File: src/rtl/slc_defines.svh
`ifndef SLC_DEFINES_SVH
`define SLC_DEFINES_SVH

// ==========================================================================
// geometry
`define SLC_NCH             4
`define SLC_NSRC            5
`define SLC_NPIN            3

// ==========================================================================
// command byte of the serial host port
`define SLC_CMD_RW          7
`define SLC_CMD_TYPE_HI     6
`define SLC_CMD_TYPE_LO     5
`define SLC_CMD_ADDR_HI     4
`define SLC_CMD_ADDR_LO     0
`define SLC_TYPE_LOCAL      2'h0
`define SLC_TYPE_GLOBAL     2'h1
`define SLC_BIT_LAST        3'h7
`define SLC_TX_LAST         4'hF

// ==========================================================================
// global register addresses
`define SLC_G_INT_CLEAR     5'h02
`define SLC_G_CH_ENABLE     5'h06
`define SLC_G_TRIP_CFG      5'h08
`define SLC_G_DEB_STATUS    5'h09
`define SLC_G_PIN_ONE       5'h0A
`define SLC_G_PIN_TWO       5'h0B
`define SLC_G_PIN_THREE     5'h0C

// ==========================================================================
// local register addresses
`define SLC_L_INT_ENABLE    5'h02
`define SLC_L_DEB_PERIODS   5'h03
`define SLC_L_SIG_PINS      5'h04

// ==========================================================================
// ring_trip_config fields
`define SLC_TRIP_EN         7
`define SLC_TRIP_IN_SEL     6
`define SLC_TRIP_OUT_HI     5
`define SLC_TRIP_OUT_LO     3
`define SLC_TRIP_IN_POL     2
`define SLC_TRIP_OUT_POL    1
`define SLC_TRIP_CFG_MASK   8'hFE

// output select codes, also the bit order of a channel's output vector (line one, line two, pins one to three)
`define SLC_OSEL_LINE_ONE   3'h0
`define SLC_OSEL_LINE_TWO   3'h1
`define SLC_OSEL_PIN_ONE    3'h2
`define SLC_OSEL_PIN_THREE  3'h4

// ==========================================================================
// channel source bits (interrupt_enable, channel_signal_pins)
`define SLC_SRC_HOOK        0
`define SLC_SRC_KEY         1
`define SLC_SRC_PIN_ONE     2
`define SLC_SIG_LINE_ONE    5
`define SLC_SIG_LINE_TWO    6

// debounce_periods fields; debounced_input_status holds key high, hook low
`define SLC_HOOK_PER_HI     7
`define SLC_HOOK_PER_LO     4
`define SLC_KEY_PER_HI      3
`define SLC_KEY_PER_LO      0

// ==========================================================================
// timing, paced by frame sync
`define SLC_FRAME_NS        125000
`define SLC_SAMPLE_NS       250000
`define SLC_STEP_NS         2000000
`define SLC_SAMPLE_FRAMES   4'((`SLC_SAMPLE_NS) / (`SLC_FRAME_NS))
`define SLC_STEP_FRAMES     4'(((`SLC_STEP_NS) / (`SLC_FRAME_NS)) - 1)
`define SLC_KEY_TOP         3'h6
`define SLC_KEY_BOTTOM      3'h0
`define SLC_ZERO_PERIOD     4'h0

// ==========================================================================
// reset values
`define SLC_RST_BYTE        8'h00
`define SLC_RST_CH_EN       4'h1

`endif

File: src/rtl/slc_pkg.sv
`include "slc_defines.svh"

package slc_pkg;

	typedef enum logic [1:0]
	{
		SLC_PS_CMD   = 2'b00,
		SLC_PS_WDATA = 2'b01,
		SLC_PS_READ  = 2'b10,
		SLC_PS_DONE  = 2'b11
	} slc_port_state_t;

	typedef struct packed
	{
		logic                  fs_q;
		logic                  sclk_q;
		logic [3:0]            samp_cnt;
		logic [3:0]            step_cnt;
		logic [3:0]            hook_smp;
		logic [3:0][3:0]       hook_cnt;
		logic [3:0]            hook_db;
		logic [3:0][3:0]       key_tmr;
		logic [3:0][2:0]       key_cnt;
		logic [3:0]            key_db;
		logic [3:0]            ch_en;
		logic [7:0]            trip_cfg;
		logic [2:0][3:0]       pin_dir;
		logic [2:0][3:0]       pin_val;
		logic [3:0][1:0]       line_val;
		logic [3:0][4:0]       int_en;
		logic [3:0][7:0]       deb_per;
		logic [3:0][4:0]       src_q;
		logic [3:0][4:0]       pend;
		slc_port_state_t       port_st;
		logic [2:0]            bit_cnt;
		logic [7:0]            rx_sr;
		logic [7:0]            cmd;
		logic [15:0]           tx_sr;
		logic [3:0]            tx_cnt;
		logic                  sdo;
		logic                  sdo_oe;
		logic [3:0]            line_one_drv;
		logic [3:0]            line_two_drv;
		logic [2:0][3:0]       pin_drv;
		logic                  irq;
	} slc_state_t;

endpackage

File: src/rtl/slc_signaling.sv
// Function
// - each channel has two inputs, three bidirectional pins and two outputs
// - global status holds debounced hook and key bits, channel 4 down to 1
// - each channel register also returns its hook and key state
// - one global register per bidirectional pin holds direction bits, 1 means output
// - input-mode pin level reads in its global register and channel register
// - output-mode pin level is set only by its global pin register
// - line outputs come only from channel register, reading returns last write
// - ring trip acts only while its enable bit is 1
// - one bit selects off-hook input, three bits select ring output
// - valid off-hook at once inverts the selected output while its register value is the ringing level
// - input polarity 0 means low is off-hook, 1 means high
// - output polarity 1 idles low rings high, 0 idles high rings low
// - every change on a signaling input raises an interrupt
// - five enable bits per channel gate each interrupt source
// - any write to interrupt clear register clears all pending interrupts
// - reading debounced status clears hook and key interrupts of all channels
// - reading a pin register clears that pin's interrupts on all channels
// - reading the channel signal pins register clears all its sources for addressed channels
// - both debounce filters are timed from frame sync
// - hook filter samples each 250 us, restarts on change, counts 2 ms steps
// - key filter up/down counter 0..6 clocked at programmed period
// - key counter at 6 sets latch, at 0 clears, otherwise holds

`timescale 1ns/10ps
`default_nettype none
`include "slc_defines.svh"

module slc_signaling
#(
	// identification byte sent ahead of read data; value is arbitrary
	parameter logic [7:0] ID_CODE = 8'h5A
)
(
	// clock and reset
	input  wire logic        ref_clk_i,
	input  wire logic        reset_n_i,
	// frame timing
	input  wire logic        frame_sync_i,
	// serial host port
	input  wire logic        serial_clk_i,
	input  wire logic        serial_cs_n_i,
	input  wire logic        serial_data_i,
	output logic             serial_data_o,
	output logic             serial_data_oe_o,
	// line interface pins, one bit per channel
	input  wire logic [3:0]  hook_input_i,
	input  wire logic [3:0]  ground_key_input_i,
	input  wire logic [3:0]  bidir_pin_one_i,
	output logic      [3:0]  bidir_pin_one_o,
	output logic      [3:0]  bidir_pin_one_oe_o,
	input  wire logic [3:0]  bidir_pin_two_i,
	output logic      [3:0]  bidir_pin_two_o,
	output logic      [3:0]  bidir_pin_two_oe_o,
	input  wire logic [3:0]  bidir_pin_three_i,
	output logic      [3:0]  bidir_pin_three_o,
	output logic      [3:0]  bidir_pin_three_oe_o,
	output logic      [3:0]  line_output_one_o,
	output logic      [3:0]  line_output_two_o,
	// interrupt, high while any enabled source is pending
	output logic             interrupt_o
);

	slc_pkg::slc_state_t s_reg;
	slc_pkg::slc_state_t s_next;
	slc_pkg::slc_state_t s_rst;

	// ======================================================================
	// reset image
	always_comb
	begin
		s_rst          = '0;
		s_rst.port_st  = slc_pkg::SLC_PS_CMD;
		s_rst.ch_en    = `SLC_RST_CH_EN;
		s_rst.trip_cfg = `SLC_RST_BYTE;
	end

	// ======================================================================
	// next state
	always_comb
	begin
		logic                  samp_tick;
		logic                  step_tick;
		logic                  key_clk;
		logic                  rise;
		logic                  fall;
		logic [2:0][3:0]       pin_in;
		logic [3:0][4:0]       cur;
		logic [3:0][4:0]       clr;
		logic [7:0]            wbyte;
		logic [7:0]            rdata;
		logic [1:0]            ctype;
		logic [4:0]            addr;
		logic [4:0]            outs;
		logic [2:0]            osel;
		logic                  in_lvl;
		logic                  trip;

		s_next    = s_reg;
		clr       = '0;
		rdata     = `SLC_RST_BYTE;
		samp_tick = 1'b0;
		step_tick = 1'b0;
		key_clk   = 1'b0;
		rise      = 1'b0;
		fall      = 1'b0;
		cur       = '0;
		outs      = '0;
		osel      = '0;
		in_lvl    = 1'b0;
		trip      = 1'b0;
		wbyte     = {s_reg.rx_sr[6:0], serial_data_i};
		ctype     = wbyte[`SLC_CMD_TYPE_HI:`SLC_CMD_TYPE_LO];
		addr      = wbyte[`SLC_CMD_ADDR_HI:`SLC_CMD_ADDR_LO];
		pin_in[0] = bidir_pin_one_i;
		pin_in[1] = bidir_pin_two_i;
		pin_in[2] = bidir_pin_three_i;

		// ==================================================================
		// frame sync pacing
		s_next.fs_q = frame_sync_i;
		if (frame_sync_i && !s_reg.fs_q)
		begin
			s_next.samp_cnt = s_reg.samp_cnt + 4'h1;
			s_next.step_cnt = s_reg.step_cnt + 4'h1;
			if (s_reg.samp_cnt == `SLC_SAMPLE_FRAMES - 4'h1)
			begin
				s_next.samp_cnt = '0;
				samp_tick       = 1'b1;
			end
			if (s_reg.step_cnt == `SLC_STEP_FRAMES)
			begin
				s_next.step_cnt = '0;
				step_tick       = 1'b1;
			end
		end

		// ==================================================================
		// debounce filters
		for (int c = 0; c < `SLC_NCH; c++)
		begin
			if (samp_tick && (hook_input_i[c] != s_reg.hook_smp[c]))
			begin
				s_next.hook_smp[c] = hook_input_i[c];
				s_next.hook_cnt[c] = '0;
			end
			else if (step_tick && (s_reg.hook_cnt[c] !=
				s_reg.deb_per[c][`SLC_HOOK_PER_HI:`SLC_HOOK_PER_LO]))
				s_next.hook_cnt[c] = s_reg.hook_cnt[c] + 4'h1;
			if (s_reg.hook_cnt[c] == s_reg.deb_per[c][`SLC_HOOK_PER_HI:`SLC_HOOK_PER_LO])
				s_next.hook_db[c] = s_reg.hook_smp[c];

			// zero period runs the key filter at the sample rate
			key_clk = 1'b0;
			if (s_reg.deb_per[c][`SLC_KEY_PER_HI:`SLC_KEY_PER_LO] == `SLC_ZERO_PERIOD)
				key_clk = samp_tick;
			else if (step_tick)
			begin
				s_next.key_tmr[c] = s_reg.key_tmr[c] + 4'h1;
				if (s_next.key_tmr[c] == s_reg.deb_per[c][`SLC_KEY_PER_HI:`SLC_KEY_PER_LO])
				begin
					s_next.key_tmr[c] = '0;
					key_clk           = 1'b1;
				end
			end
			if (key_clk)
			begin
				if (ground_key_input_i[c] && (s_reg.key_cnt[c] != `SLC_KEY_TOP))
					s_next.key_cnt[c] = s_reg.key_cnt[c] + 3'h1;
				else if (!ground_key_input_i[c] && (s_reg.key_cnt[c] != `SLC_KEY_BOTTOM))
					s_next.key_cnt[c] = s_reg.key_cnt[c] - 3'h1;
			end
			if (s_reg.key_cnt[c] == `SLC_KEY_TOP)
				s_next.key_db[c] = 1'b1;
			else if (s_reg.key_cnt[c] == `SLC_KEY_BOTTOM)
				s_next.key_db[c] = 1'b0;
		end

		// ==================================================================
		// source view per channel; pins in output mode show their register value
		for (int c = 0; c < `SLC_NCH; c++)
		begin
			cur[c][`SLC_SRC_HOOK] = s_reg.hook_db[c];
			cur[c][`SLC_SRC_KEY]  = s_reg.key_db[c];
			for (int p = 0; p < `SLC_NPIN; p++)
				cur[c][`SLC_SRC_PIN_ONE + p] = s_reg.pin_dir[p][c] ?
					s_reg.pin_val[p][c] : pin_in[p][c];
		end

		// ==================================================================
		// serial host port; cs high aborts any transfer
		s_next.sclk_q = serial_clk_i;
		rise          = serial_clk_i && !s_reg.sclk_q;
		fall          = !serial_clk_i && s_reg.sclk_q;
		if (serial_cs_n_i)
		begin
			s_next.port_st = slc_pkg::SLC_PS_CMD;
			s_next.bit_cnt = '0;
			s_next.tx_cnt  = '0;
			s_next.sdo_oe  = 1'b0;
		end
		else
		begin
			unique case (s_reg.port_st)
				slc_pkg::SLC_PS_CMD,
				slc_pkg::SLC_PS_WDATA:
				begin
					if (rise)
					begin
						s_next.rx_sr   = wbyte;
						s_next.bit_cnt = s_reg.bit_cnt + 3'h1;
					end
					if (rise && (s_reg.bit_cnt == `SLC_BIT_LAST) &&
						(s_reg.port_st == slc_pkg::SLC_PS_CMD))
					begin
						s_next.cmd = wbyte;
						if (wbyte[`SLC_CMD_RW])
							s_next.port_st = slc_pkg::SLC_PS_WDATA;
						else
						begin
							s_next.port_st = slc_pkg::SLC_PS_READ;
							// local reads address the lowest enabled channel
							for (int c = `SLC_NCH - 1; c >= 0; c--)
							begin
								if (s_reg.ch_en[c] && (ctype == `SLC_TYPE_LOCAL))
								begin
									unique case (addr)
										`SLC_L_INT_ENABLE:  rdata = {3'h0, s_reg.int_en[c]};
										`SLC_L_DEB_PERIODS: rdata = s_reg.deb_per[c];
										`SLC_L_SIG_PINS:    rdata = {1'b0, s_reg.line_val[c], cur[c]};
										default:            rdata = `SLC_RST_BYTE;
									endcase
								end
								if (s_reg.ch_en[c] && (ctype == `SLC_TYPE_LOCAL) &&
									(addr == `SLC_L_SIG_PINS))
									clr[c] = '1;
							end
							if (ctype == `SLC_TYPE_GLOBAL)
							begin
								for (int c = 0; c < `SLC_NCH; c++)
								begin
									if (addr == `SLC_G_DEB_STATUS)
									begin
										clr[c][`SLC_SRC_HOOK] = 1'b1;
										clr[c][`SLC_SRC_KEY]  = 1'b1;
									end
									for (int p = 0; p < `SLC_NPIN; p++)
										if (addr == `SLC_G_PIN_ONE + 5'(p))
											clr[c][`SLC_SRC_PIN_ONE + p] = 1'b1;
								end
								unique case (addr)
									`SLC_G_CH_ENABLE:  rdata = {4'h0, s_reg.ch_en};
									`SLC_G_TRIP_CFG:   rdata = s_reg.trip_cfg;
									`SLC_G_DEB_STATUS: rdata = {s_reg.key_db, s_reg.hook_db};
									`SLC_G_PIN_ONE:    rdata = {s_reg.pin_dir[0],
										cur[3][2], cur[2][2], cur[1][2], cur[0][2]};
									`SLC_G_PIN_TWO:    rdata = {s_reg.pin_dir[1],
										cur[3][3], cur[2][3], cur[1][3], cur[0][3]};
									`SLC_G_PIN_THREE:  rdata = {s_reg.pin_dir[2],
										cur[3][4], cur[2][4], cur[1][4], cur[0][4]};
									default:           rdata = `SLC_RST_BYTE;
								endcase
							end
							s_next.tx_sr  = {ID_CODE, rdata};
							s_next.tx_cnt = '0;
						end
					end
					else if (rise && (s_reg.bit_cnt == `SLC_BIT_LAST))
					begin
						s_next.port_st = slc_pkg::SLC_PS_DONE;
						ctype = s_reg.cmd[`SLC_CMD_TYPE_HI:`SLC_CMD_TYPE_LO];
						addr  = s_reg.cmd[`SLC_CMD_ADDR_HI:`SLC_CMD_ADDR_LO];
						if (ctype == `SLC_TYPE_LOCAL)
						begin
							// writes reach every enabled channel
							for (int c = 0; c < `SLC_NCH; c++)
							begin
								if (s_reg.ch_en[c])
								begin
									unique case (addr)
										`SLC_L_INT_ENABLE:  s_next.int_en[c] = wbyte[4:0];
										`SLC_L_DEB_PERIODS: s_next.deb_per[c] = wbyte;
										`SLC_L_SIG_PINS:    s_next.line_val[c] =
											{wbyte[`SLC_SIG_LINE_TWO], wbyte[`SLC_SIG_LINE_ONE]};
										default:            ;
									endcase
								end
							end
						end
						else if (ctype == `SLC_TYPE_GLOBAL)
						begin
							unique case (addr)
								`SLC_G_INT_CLEAR:  clr = '1;
								`SLC_G_CH_ENABLE:  s_next.ch_en = wbyte[3:0];
								`SLC_G_TRIP_CFG:   s_next.trip_cfg = wbyte & `SLC_TRIP_CFG_MASK;
								`SLC_G_PIN_ONE:    {s_next.pin_dir[0], s_next.pin_val[0]} = wbyte;
								`SLC_G_PIN_TWO:    {s_next.pin_dir[1], s_next.pin_val[1]} = wbyte;
								`SLC_G_PIN_THREE:  {s_next.pin_dir[2], s_next.pin_val[2]} = wbyte;
								default:           ;
							endcase
						end
					end
					if (rise && (s_reg.bit_cnt == `SLC_BIT_LAST))
						s_next.bit_cnt = '0;
				end
				slc_pkg::SLC_PS_READ:
				begin
					if (fall)
					begin
						s_next.sdo    = s_reg.tx_sr[15];
						s_next.sdo_oe = 1'b1;
						s_next.tx_sr  = {s_reg.tx_sr[14:0], 1'b0};
						s_next.tx_cnt = s_reg.tx_cnt + 4'h1;
						if (s_reg.tx_cnt == `SLC_TX_LAST)
							s_next.port_st = slc_pkg::SLC_PS_DONE;
					end
				end
				slc_pkg::SLC_PS_DONE:
				begin
					// last bit stays on the wire until the next falling edge
					if (fall)
						s_next.sdo_oe = 1'b0;
				end
			endcase
		end

		// ==================================================================
		// change detect; a new event beats a clear in the same cycle
		s_next.src_q = cur;
		for (int c = 0; c < `SLC_NCH; c++)
		begin
			for (int k = 0; k < `SLC_NSRC; k++)
			begin
				if (clr[c][k])
					s_next.pend[c][k] = 1'b0;
				if ((cur[c][k] != s_reg.src_q[c][k]) && s_reg.int_en[c][k] &&
					((k < `SLC_SRC_PIN_ONE) ||
					!s_reg.pin_dir[(k < `SLC_SRC_PIN_ONE) ? 0 : k - `SLC_SRC_PIN_ONE][c]))
					s_next.pend[c][k] = 1'b1;
			end
		end
		s_next.irq = |s_next.pend;

		// ==================================================================
		// pin drivers with hardware ring trip
		osel = s_reg.trip_cfg[`SLC_TRIP_OUT_HI:`SLC_TRIP_OUT_LO];
		for (int c = 0; c < `SLC_NCH; c++)
		begin
			outs   = {s_reg.pin_val[2][c], s_reg.pin_val[1][c], s_reg.pin_val[0][c],
				s_reg.line_val[c]};
			in_lvl = s_reg.trip_cfg[`SLC_TRIP_IN_SEL] ? s_reg.key_db[c] : s_reg.hook_db[c];
			trip   = s_reg.trip_cfg[`SLC_TRIP_EN] &&
				(in_lvl == s_reg.trip_cfg[`SLC_TRIP_IN_POL]);
			// only a ringing output is flipped, an idle one is left alone
			if (trip && (osel <= `SLC_OSEL_PIN_THREE) &&
				(outs[osel] == s_reg.trip_cfg[`SLC_TRIP_OUT_POL]))
				outs[osel] = !outs[osel];
			s_next.line_one_drv[c] = outs[`SLC_OSEL_LINE_ONE];
			s_next.line_two_drv[c] = outs[`SLC_OSEL_LINE_TWO];
			for (int p = 0; p < `SLC_NPIN; p++)
				s_next.pin_drv[p][c] = outs[`SLC_OSEL_PIN_ONE + 3'(p)];
		end
	end

	// ======================================================================
	// state register
	always_ff @(posedge ref_clk_i)
	begin
		if (!reset_n_i)
			s_reg <= s_rst;
		else
			s_reg <= s_next;
	end

	assign serial_data_o        = s_reg.sdo;
	assign serial_data_oe_o     = s_reg.sdo_oe;
	assign bidir_pin_one_o      = s_reg.pin_drv[0];
	assign bidir_pin_two_o      = s_reg.pin_drv[1];
	assign bidir_pin_three_o    = s_reg.pin_drv[2];
	assign bidir_pin_one_oe_o   = s_reg.pin_dir[0];
	assign bidir_pin_two_oe_o   = s_reg.pin_dir[1];
	assign bidir_pin_three_oe_o = s_reg.pin_dir[2];
	assign line_output_one_o    = s_reg.line_one_drv;
	assign line_output_two_o    = s_reg.line_two_drv;
	assign interrupt_o          = s_reg.irq;

endmodule

`default_nettype wire

File: config.mk
export PLATFORM = sky130hd
export DESIGN_NAME = slc_signaling
export DESIGN_NICKNAME = d
export VERILOG_FILES = /design/src/rtl/slc_pkg.sv /design/src/rtl/slc_signaling.sv
export VERILOG_INCLUDE_DIRS = /design/src /design/src/rtl
export SDC_FILE = /design/constraint.sdc
export NUM_CORES = 1
export LEC_CHECK = 0
export ABC_CLOCK_PERIOD_IN_PS = 2900
export BUFFER_PORTS_ARGS = -buffer_cell sky130_fd_sc_hd__buf_2
export CORE_MARGIN = 4
export CORE_UTILIZATION = 56
export CTS_CLUSTER_SIZE = 25
export DETAILED_ROUTE_END_ITERATION = 6
export PLACE_DENSITY = 0.77
export RECOVER_POWER = 25
export SETUP_SLACK_MARGIN = 0.1
export SLEW_MARGIN = 20
export SYNTH_ARGS = -nofsm -noshare
export SYNTH_HDL_FRONTEND = slang
export SYNTH_SLANG_ARGS = --single-unit
File: constraint.sdc
create_clock -name ref_clk_i -period 2.9 [get_ports ref_clk_i]
set_clock_uncertainty 0.15 [all_clocks]
set_input_delay 0.725 -clock ref_clk_i [delete_from_list [all_inputs] [get_ports ref_clk_i]]
set_output_delay 0.725 -clock ref_clk_i [all_outputs]
set_load 0.01 [all_outputs]
==> impl_results.rst <==
.. list-table::
   :header-rows: 1

   * - Metric
     - Value
   * - Fraction of layout instances using a drive strength above 1
     - 14.24%
   * - GRT Util Overall
     - 27.56%
   * - Number of clock buffers inserted by TritonCTS
     - 28
   * - Crit path DAT
     - 3.20 ns
   * - Clock tree from TritonCTS
     - done
   * - Area growth from synthesis to layout
     - 14.74%
   * - Power per Cell Area
     - 517.4 nW/µm²
   * - Violations in the final reports
     - setup timing
   * - Slew of the pin with the lowest slew margin
     - 0.9650 ns
   * - Worst setup path endpoint
     - interrupt_o$_SDFF_PN0_
   * - Number of antenna violations at the first check in global routing
     - 0
   * - Die height
     - 159.7 µm
   * - Synth async-reset ratio
     - 0%
   * - Number of global-route vias before repair
     - 10,760
   * - Min Tclk post-route
     - 2.927 ns
   * - Final #Nets
     - 1,615
   * - Startpoint of the worst setup timing path
     - s_reg[48]$_SDFFE_PN0P_
   * - Number of hold-repair buffers added at the cts stage
     - 0
   * - Final instance count without filler cells
     - 1,879
   * - Setup repair after global routing missed its margin
     - true
   * - Finished Core Util
     - 65.33%
   * - F_max
     - 341.7 MHz
   * - Multi-input gate area
     - 7020 µm²
   * - Max stage delay on crit path
     - 0.52 ns
   * - Category of the most critical setup path
     - reg2reg
   * - Final setup margin
     - -0.02653 ns
   * - Insertion delay of the later-clocked pin in the worst-skew pair
     - 0.54 ns
   * - Number of distinct standard cells referenced by the synthesized netlist
     - 68
   * - Width of the chip
     - 159.7 µm
   * - CTS Root Buffer Type
     - sky130_fd_sc_hd__clkbuf_16
   * - Filler cell count in the final layout
     - 1,881
   * - Remaining Overflow, GRT
     - 0
   * - Pins over their slew limit
     - 0
   * - Startpoint of the lowest-slack hold path
     - frame_sync_i
   * - Largest buffer count on any clock path
     - 3
   * - Via count normalized by instance count
     - 6.020
   * - Average wire length per cell after detail routing
     - 19.32 µm
   * - Sequential-to-total area share from yosys stat
     - 40.85%
   * - Die Outline Area
     - 25,510 µm²
   * - Antenna diode count
     - 0
   * - Leakage power
     - 5.713 nW
   * - H-Tree Level Count
     - 1
   * - Most common cell after layout, fill and taps aside
     - sky130_fd_sc_hd__nor2_1
   * - Mean cell area of the mapped netlist
     - 8.645 µm²
   * - Critical path capture point type
     - flip-flop
   * - Count of buffers inserted at the top-level ports
     - 60
   * - Final setup viols
     - 1
   * - IO Count
     - 61
   * - Run status
     - finished with violations
   * - Effective utilization at floorplan
     - 56.93%
   * - CTS clock-pin slew for the worst setup and hold paths
     - 0.06 ns
   * - Critical R2R Capture
     - interrupt_o$_SDFF_PN0_
   * - Number of cells after detailed placement
     - 1,824
   * - Total vias in the final route
     - 11,310
   * - Wire length of the first global-routing pass
     - 57,810 µm
   * - Most frequent cells in the layout
     - 271 x sky130_fd_sc_hd__nor2_1, 259 x sky130_fd_sc_hd__dfxtp_1, 129 x sky130_fd_sc_hd__mux2i_1, 103 x sky130_fd_sc_hd__nand2_1, 94 x sky130_fd_sc_hd__buf_4
   * - Standard-cell rows
     - 55
   * - Post-route ant nets
     - 0
   * - DRC violation total after the first TritonRoute iteration
     - 1,225
   * - Total power of the final layout
     - 0.007652 W
   * - Critical Path Slowest Stage Cell
     - sky130_fd_sc_hd__or4_1
   * - Synth Flop Type
     - sky130_fd_sc_hd__dfxtp_1
   * - Reg2Reg Depth
     - 7
   * - Number of failing hold endpoints at the final stage
     - 0
   * - Source of the worst register-to-register timing path
     - s_reg[48]$_SDFFE_PN0P_
   * - VDD IR max
     - 415.6 µV
   * - Worst Path Required
     - 3.18 ns
   * - Area of the core
     - 22,640 µm²
   * - Final critical-path share of the clock period
     - 100.9%
   * - Max-cap viol count
     - 0
   * - Sequential cell area
     - 5270 µm²
   * - Total standard cell area after synthesis
     - 12,890 µm²
   * - Post-Route WL
     - 36,300 µm
   * - Number of flops mapped to enable cells by yosys
     - 0
   * - Pin count of the biggest net entering global routing
     - 57
   * - CP Launch Type
     - flip-flop
   * - Setup slack on the worst flop-to-flop path
     - -0.03 ns
   * - Gate count of the mapped netlist
     - 1,491
   * - Largest register FFs
     - 220
   * - Post-detail-place hpwl
     - 26,600 µm
   * - Cells along the critical path
     - or4b_4, nor4_4, a31o_4, o21ai_1, a32o_2, or4_1, o41a_1
   * - Class of the tightest hold or removal check
     - in2reg
   * - Flops & latches, synth
     - 263
   * - Sinks on Clock Net
     - 263
   * - Max_slew headroom
     - 35.67%
   * - Post-route DRC
     - 0
   * - Detailed Routing Iterations Pass 1
     - 6
   * - YS warnings
     - 0
   * - Critical Path Fanout Max
     - 6
   * - Syn_nets
     - 1,533
   * - GPL Wtd Cong
     - 0.9940
[cells in the mapped netlist (11+ instances only)]
cell / instances / area (µm²)
sky130_fd_sc_hd__a21oi_1: 88 / 440.4
sky130_fd_sc_hd__a222oi_1: 12 / 120.1
sky130_fd_sc_hd__a22oi_1: 27 / 202.7
sky130_fd_sc_hd__and2_1: 25 / 156.4
sky130_fd_sc_hd__and3_1: 11 / 68.82
sky130_fd_sc_hd__buf_4: 32 / 240.2
sky130_fd_sc_hd__clkbuf_1: 71 / 266.5
sky130_fd_sc_hd__dfxtp_1: 263 / 5265
sky130_fd_sc_hd__ha_1: 12 / 150.1
sky130_fd_sc_hd__inv_1: 16 / 60.06
sky130_fd_sc_hd__mux2i_1: 129 / 1291
sky130_fd_sc_hd__nand2_1: 103 / 386.6
sky130_fd_sc_hd__nand3_1: 35 / 175.2
sky130_fd_sc_hd__nand3b_1: 15 / 112.6
sky130_fd_sc_hd__nand4_1: 13 / 81.33
sky130_fd_sc_hd__nor2_1: 271 / 1017
sky130_fd_sc_hd__nor2b_1: 13 / 81.33
sky130_fd_sc_hd__nor3_1: 43 / 215.2
sky130_fd_sc_hd__nor3b_1: 12 / 90.09
sky130_fd_sc_hd__o21ai_0: 46 / 230.2
sky130_fd_sc_hd__or3_1: 22 / 137.6
sky130_fd_sc_hd__xnor2_1: 62 / 543.0
sky130_fd_sc_hd__xor2_1: 39 / 341.6
[power by group]
part           switching, W  leakage [nW]  internal, W  total, W
sequential        0.0000245          2.12      0.00364   0.00366
clock               0.00146         0.486      0.00225   0.00372
combinational      0.000175          3.10    0.0000961  0.000271
total               0.00166          5.71      0.00599   0.00765
[stage by stage]
stage / setup TNS [ns] / cell area, µm² / hold slack (ns) / worst slack, ns
5_1_grt: -0.1160 / 14790 / 0.2902 / -0.1160
2_1_floorplan: -0.1324 / 12900 / 0.2856 / -0.1324
6_report: -0.02653 / 14790 / 0.2905 / -0.02653
3_3_place_gp: -0.2047 / 13820 / 0.2921 / -0.2047
3_5_place_dp: -0.2403 / 13820 / 0.3034 / -0.2403
4_1_cts: -0.006665 / 14840 / 0.2684 / -0.006665
[worst max-delay path, delay by kind of cell (launching register included)]
| family | cells | cell delay, ns |
|---|---|---|
| flip-flops | 1 | 0.37 |
| AO/OA/AOI/OAI | 4 | 0.90 |
| AND/OR/NAND/NOR | 3 | 1.39 |
[layer usage]
layer	up-vias	track usage [%]	wire, µm
met4	2	11.36	1836
met3	122	4.594	2856
met5	-	1.136	42
li1	5344	-	-
met2	480	44.91	16430
met1	5364	36.44	15140
[how the worst min path moves through the flow]
stage          cells past startpoint                      end  slack, ns
3_3_place_gp                       2   s_reg[60]$_SDFFE_PP0P_       0.29
5_1_grt                            3  s_reg[254]$_SDFFE_PN0P_       0.29
4_1_cts                            2    s_reg[265]$_SDFF_PN0_       0.27
6_report                           2    s_reg[265]$_SDFF_PN0_       0.29
3_5_place_dp                       2   s_reg[61]$_SDFFE_PP0P_       0.30
2_1_floorplan                      2   s_reg[60]$_SDFFE_PP0P_       0.29
[cell type report]
class	instances	share of cell area, %
clock buffer	42	5.913
clock inverter	9	0.7106
inverter	18	0.4822
multi-input combinational	1099	47.47
sequential	263	35.63
tap	285	2.411
timing repair buffer	163	7.385
[cells by family after synthesis]
| group | Yosys count | synth area share (%) |
|---|---|---|
| DFF | 263 | 40.85 |
| and+or+nand+nor | 596 | 21.54 |
| muxes | 142 | 11.68 |
| AOI/OAI and AO/OA | 242 | 12.04 |
| buffers and inverters | 129 | 4.892 |
| xor gates and xnor gates | 103 | 7.222 |
| adders and majority gates | 16 | 1.786 |
[what timing repair did]
item	CTS	global route
setup buffers	4	0
resized for setup	6	4
pin swaps	4	0
setup endpoints to repair	1	3
No activity file was read; power rests on OpenSTA's default activity.
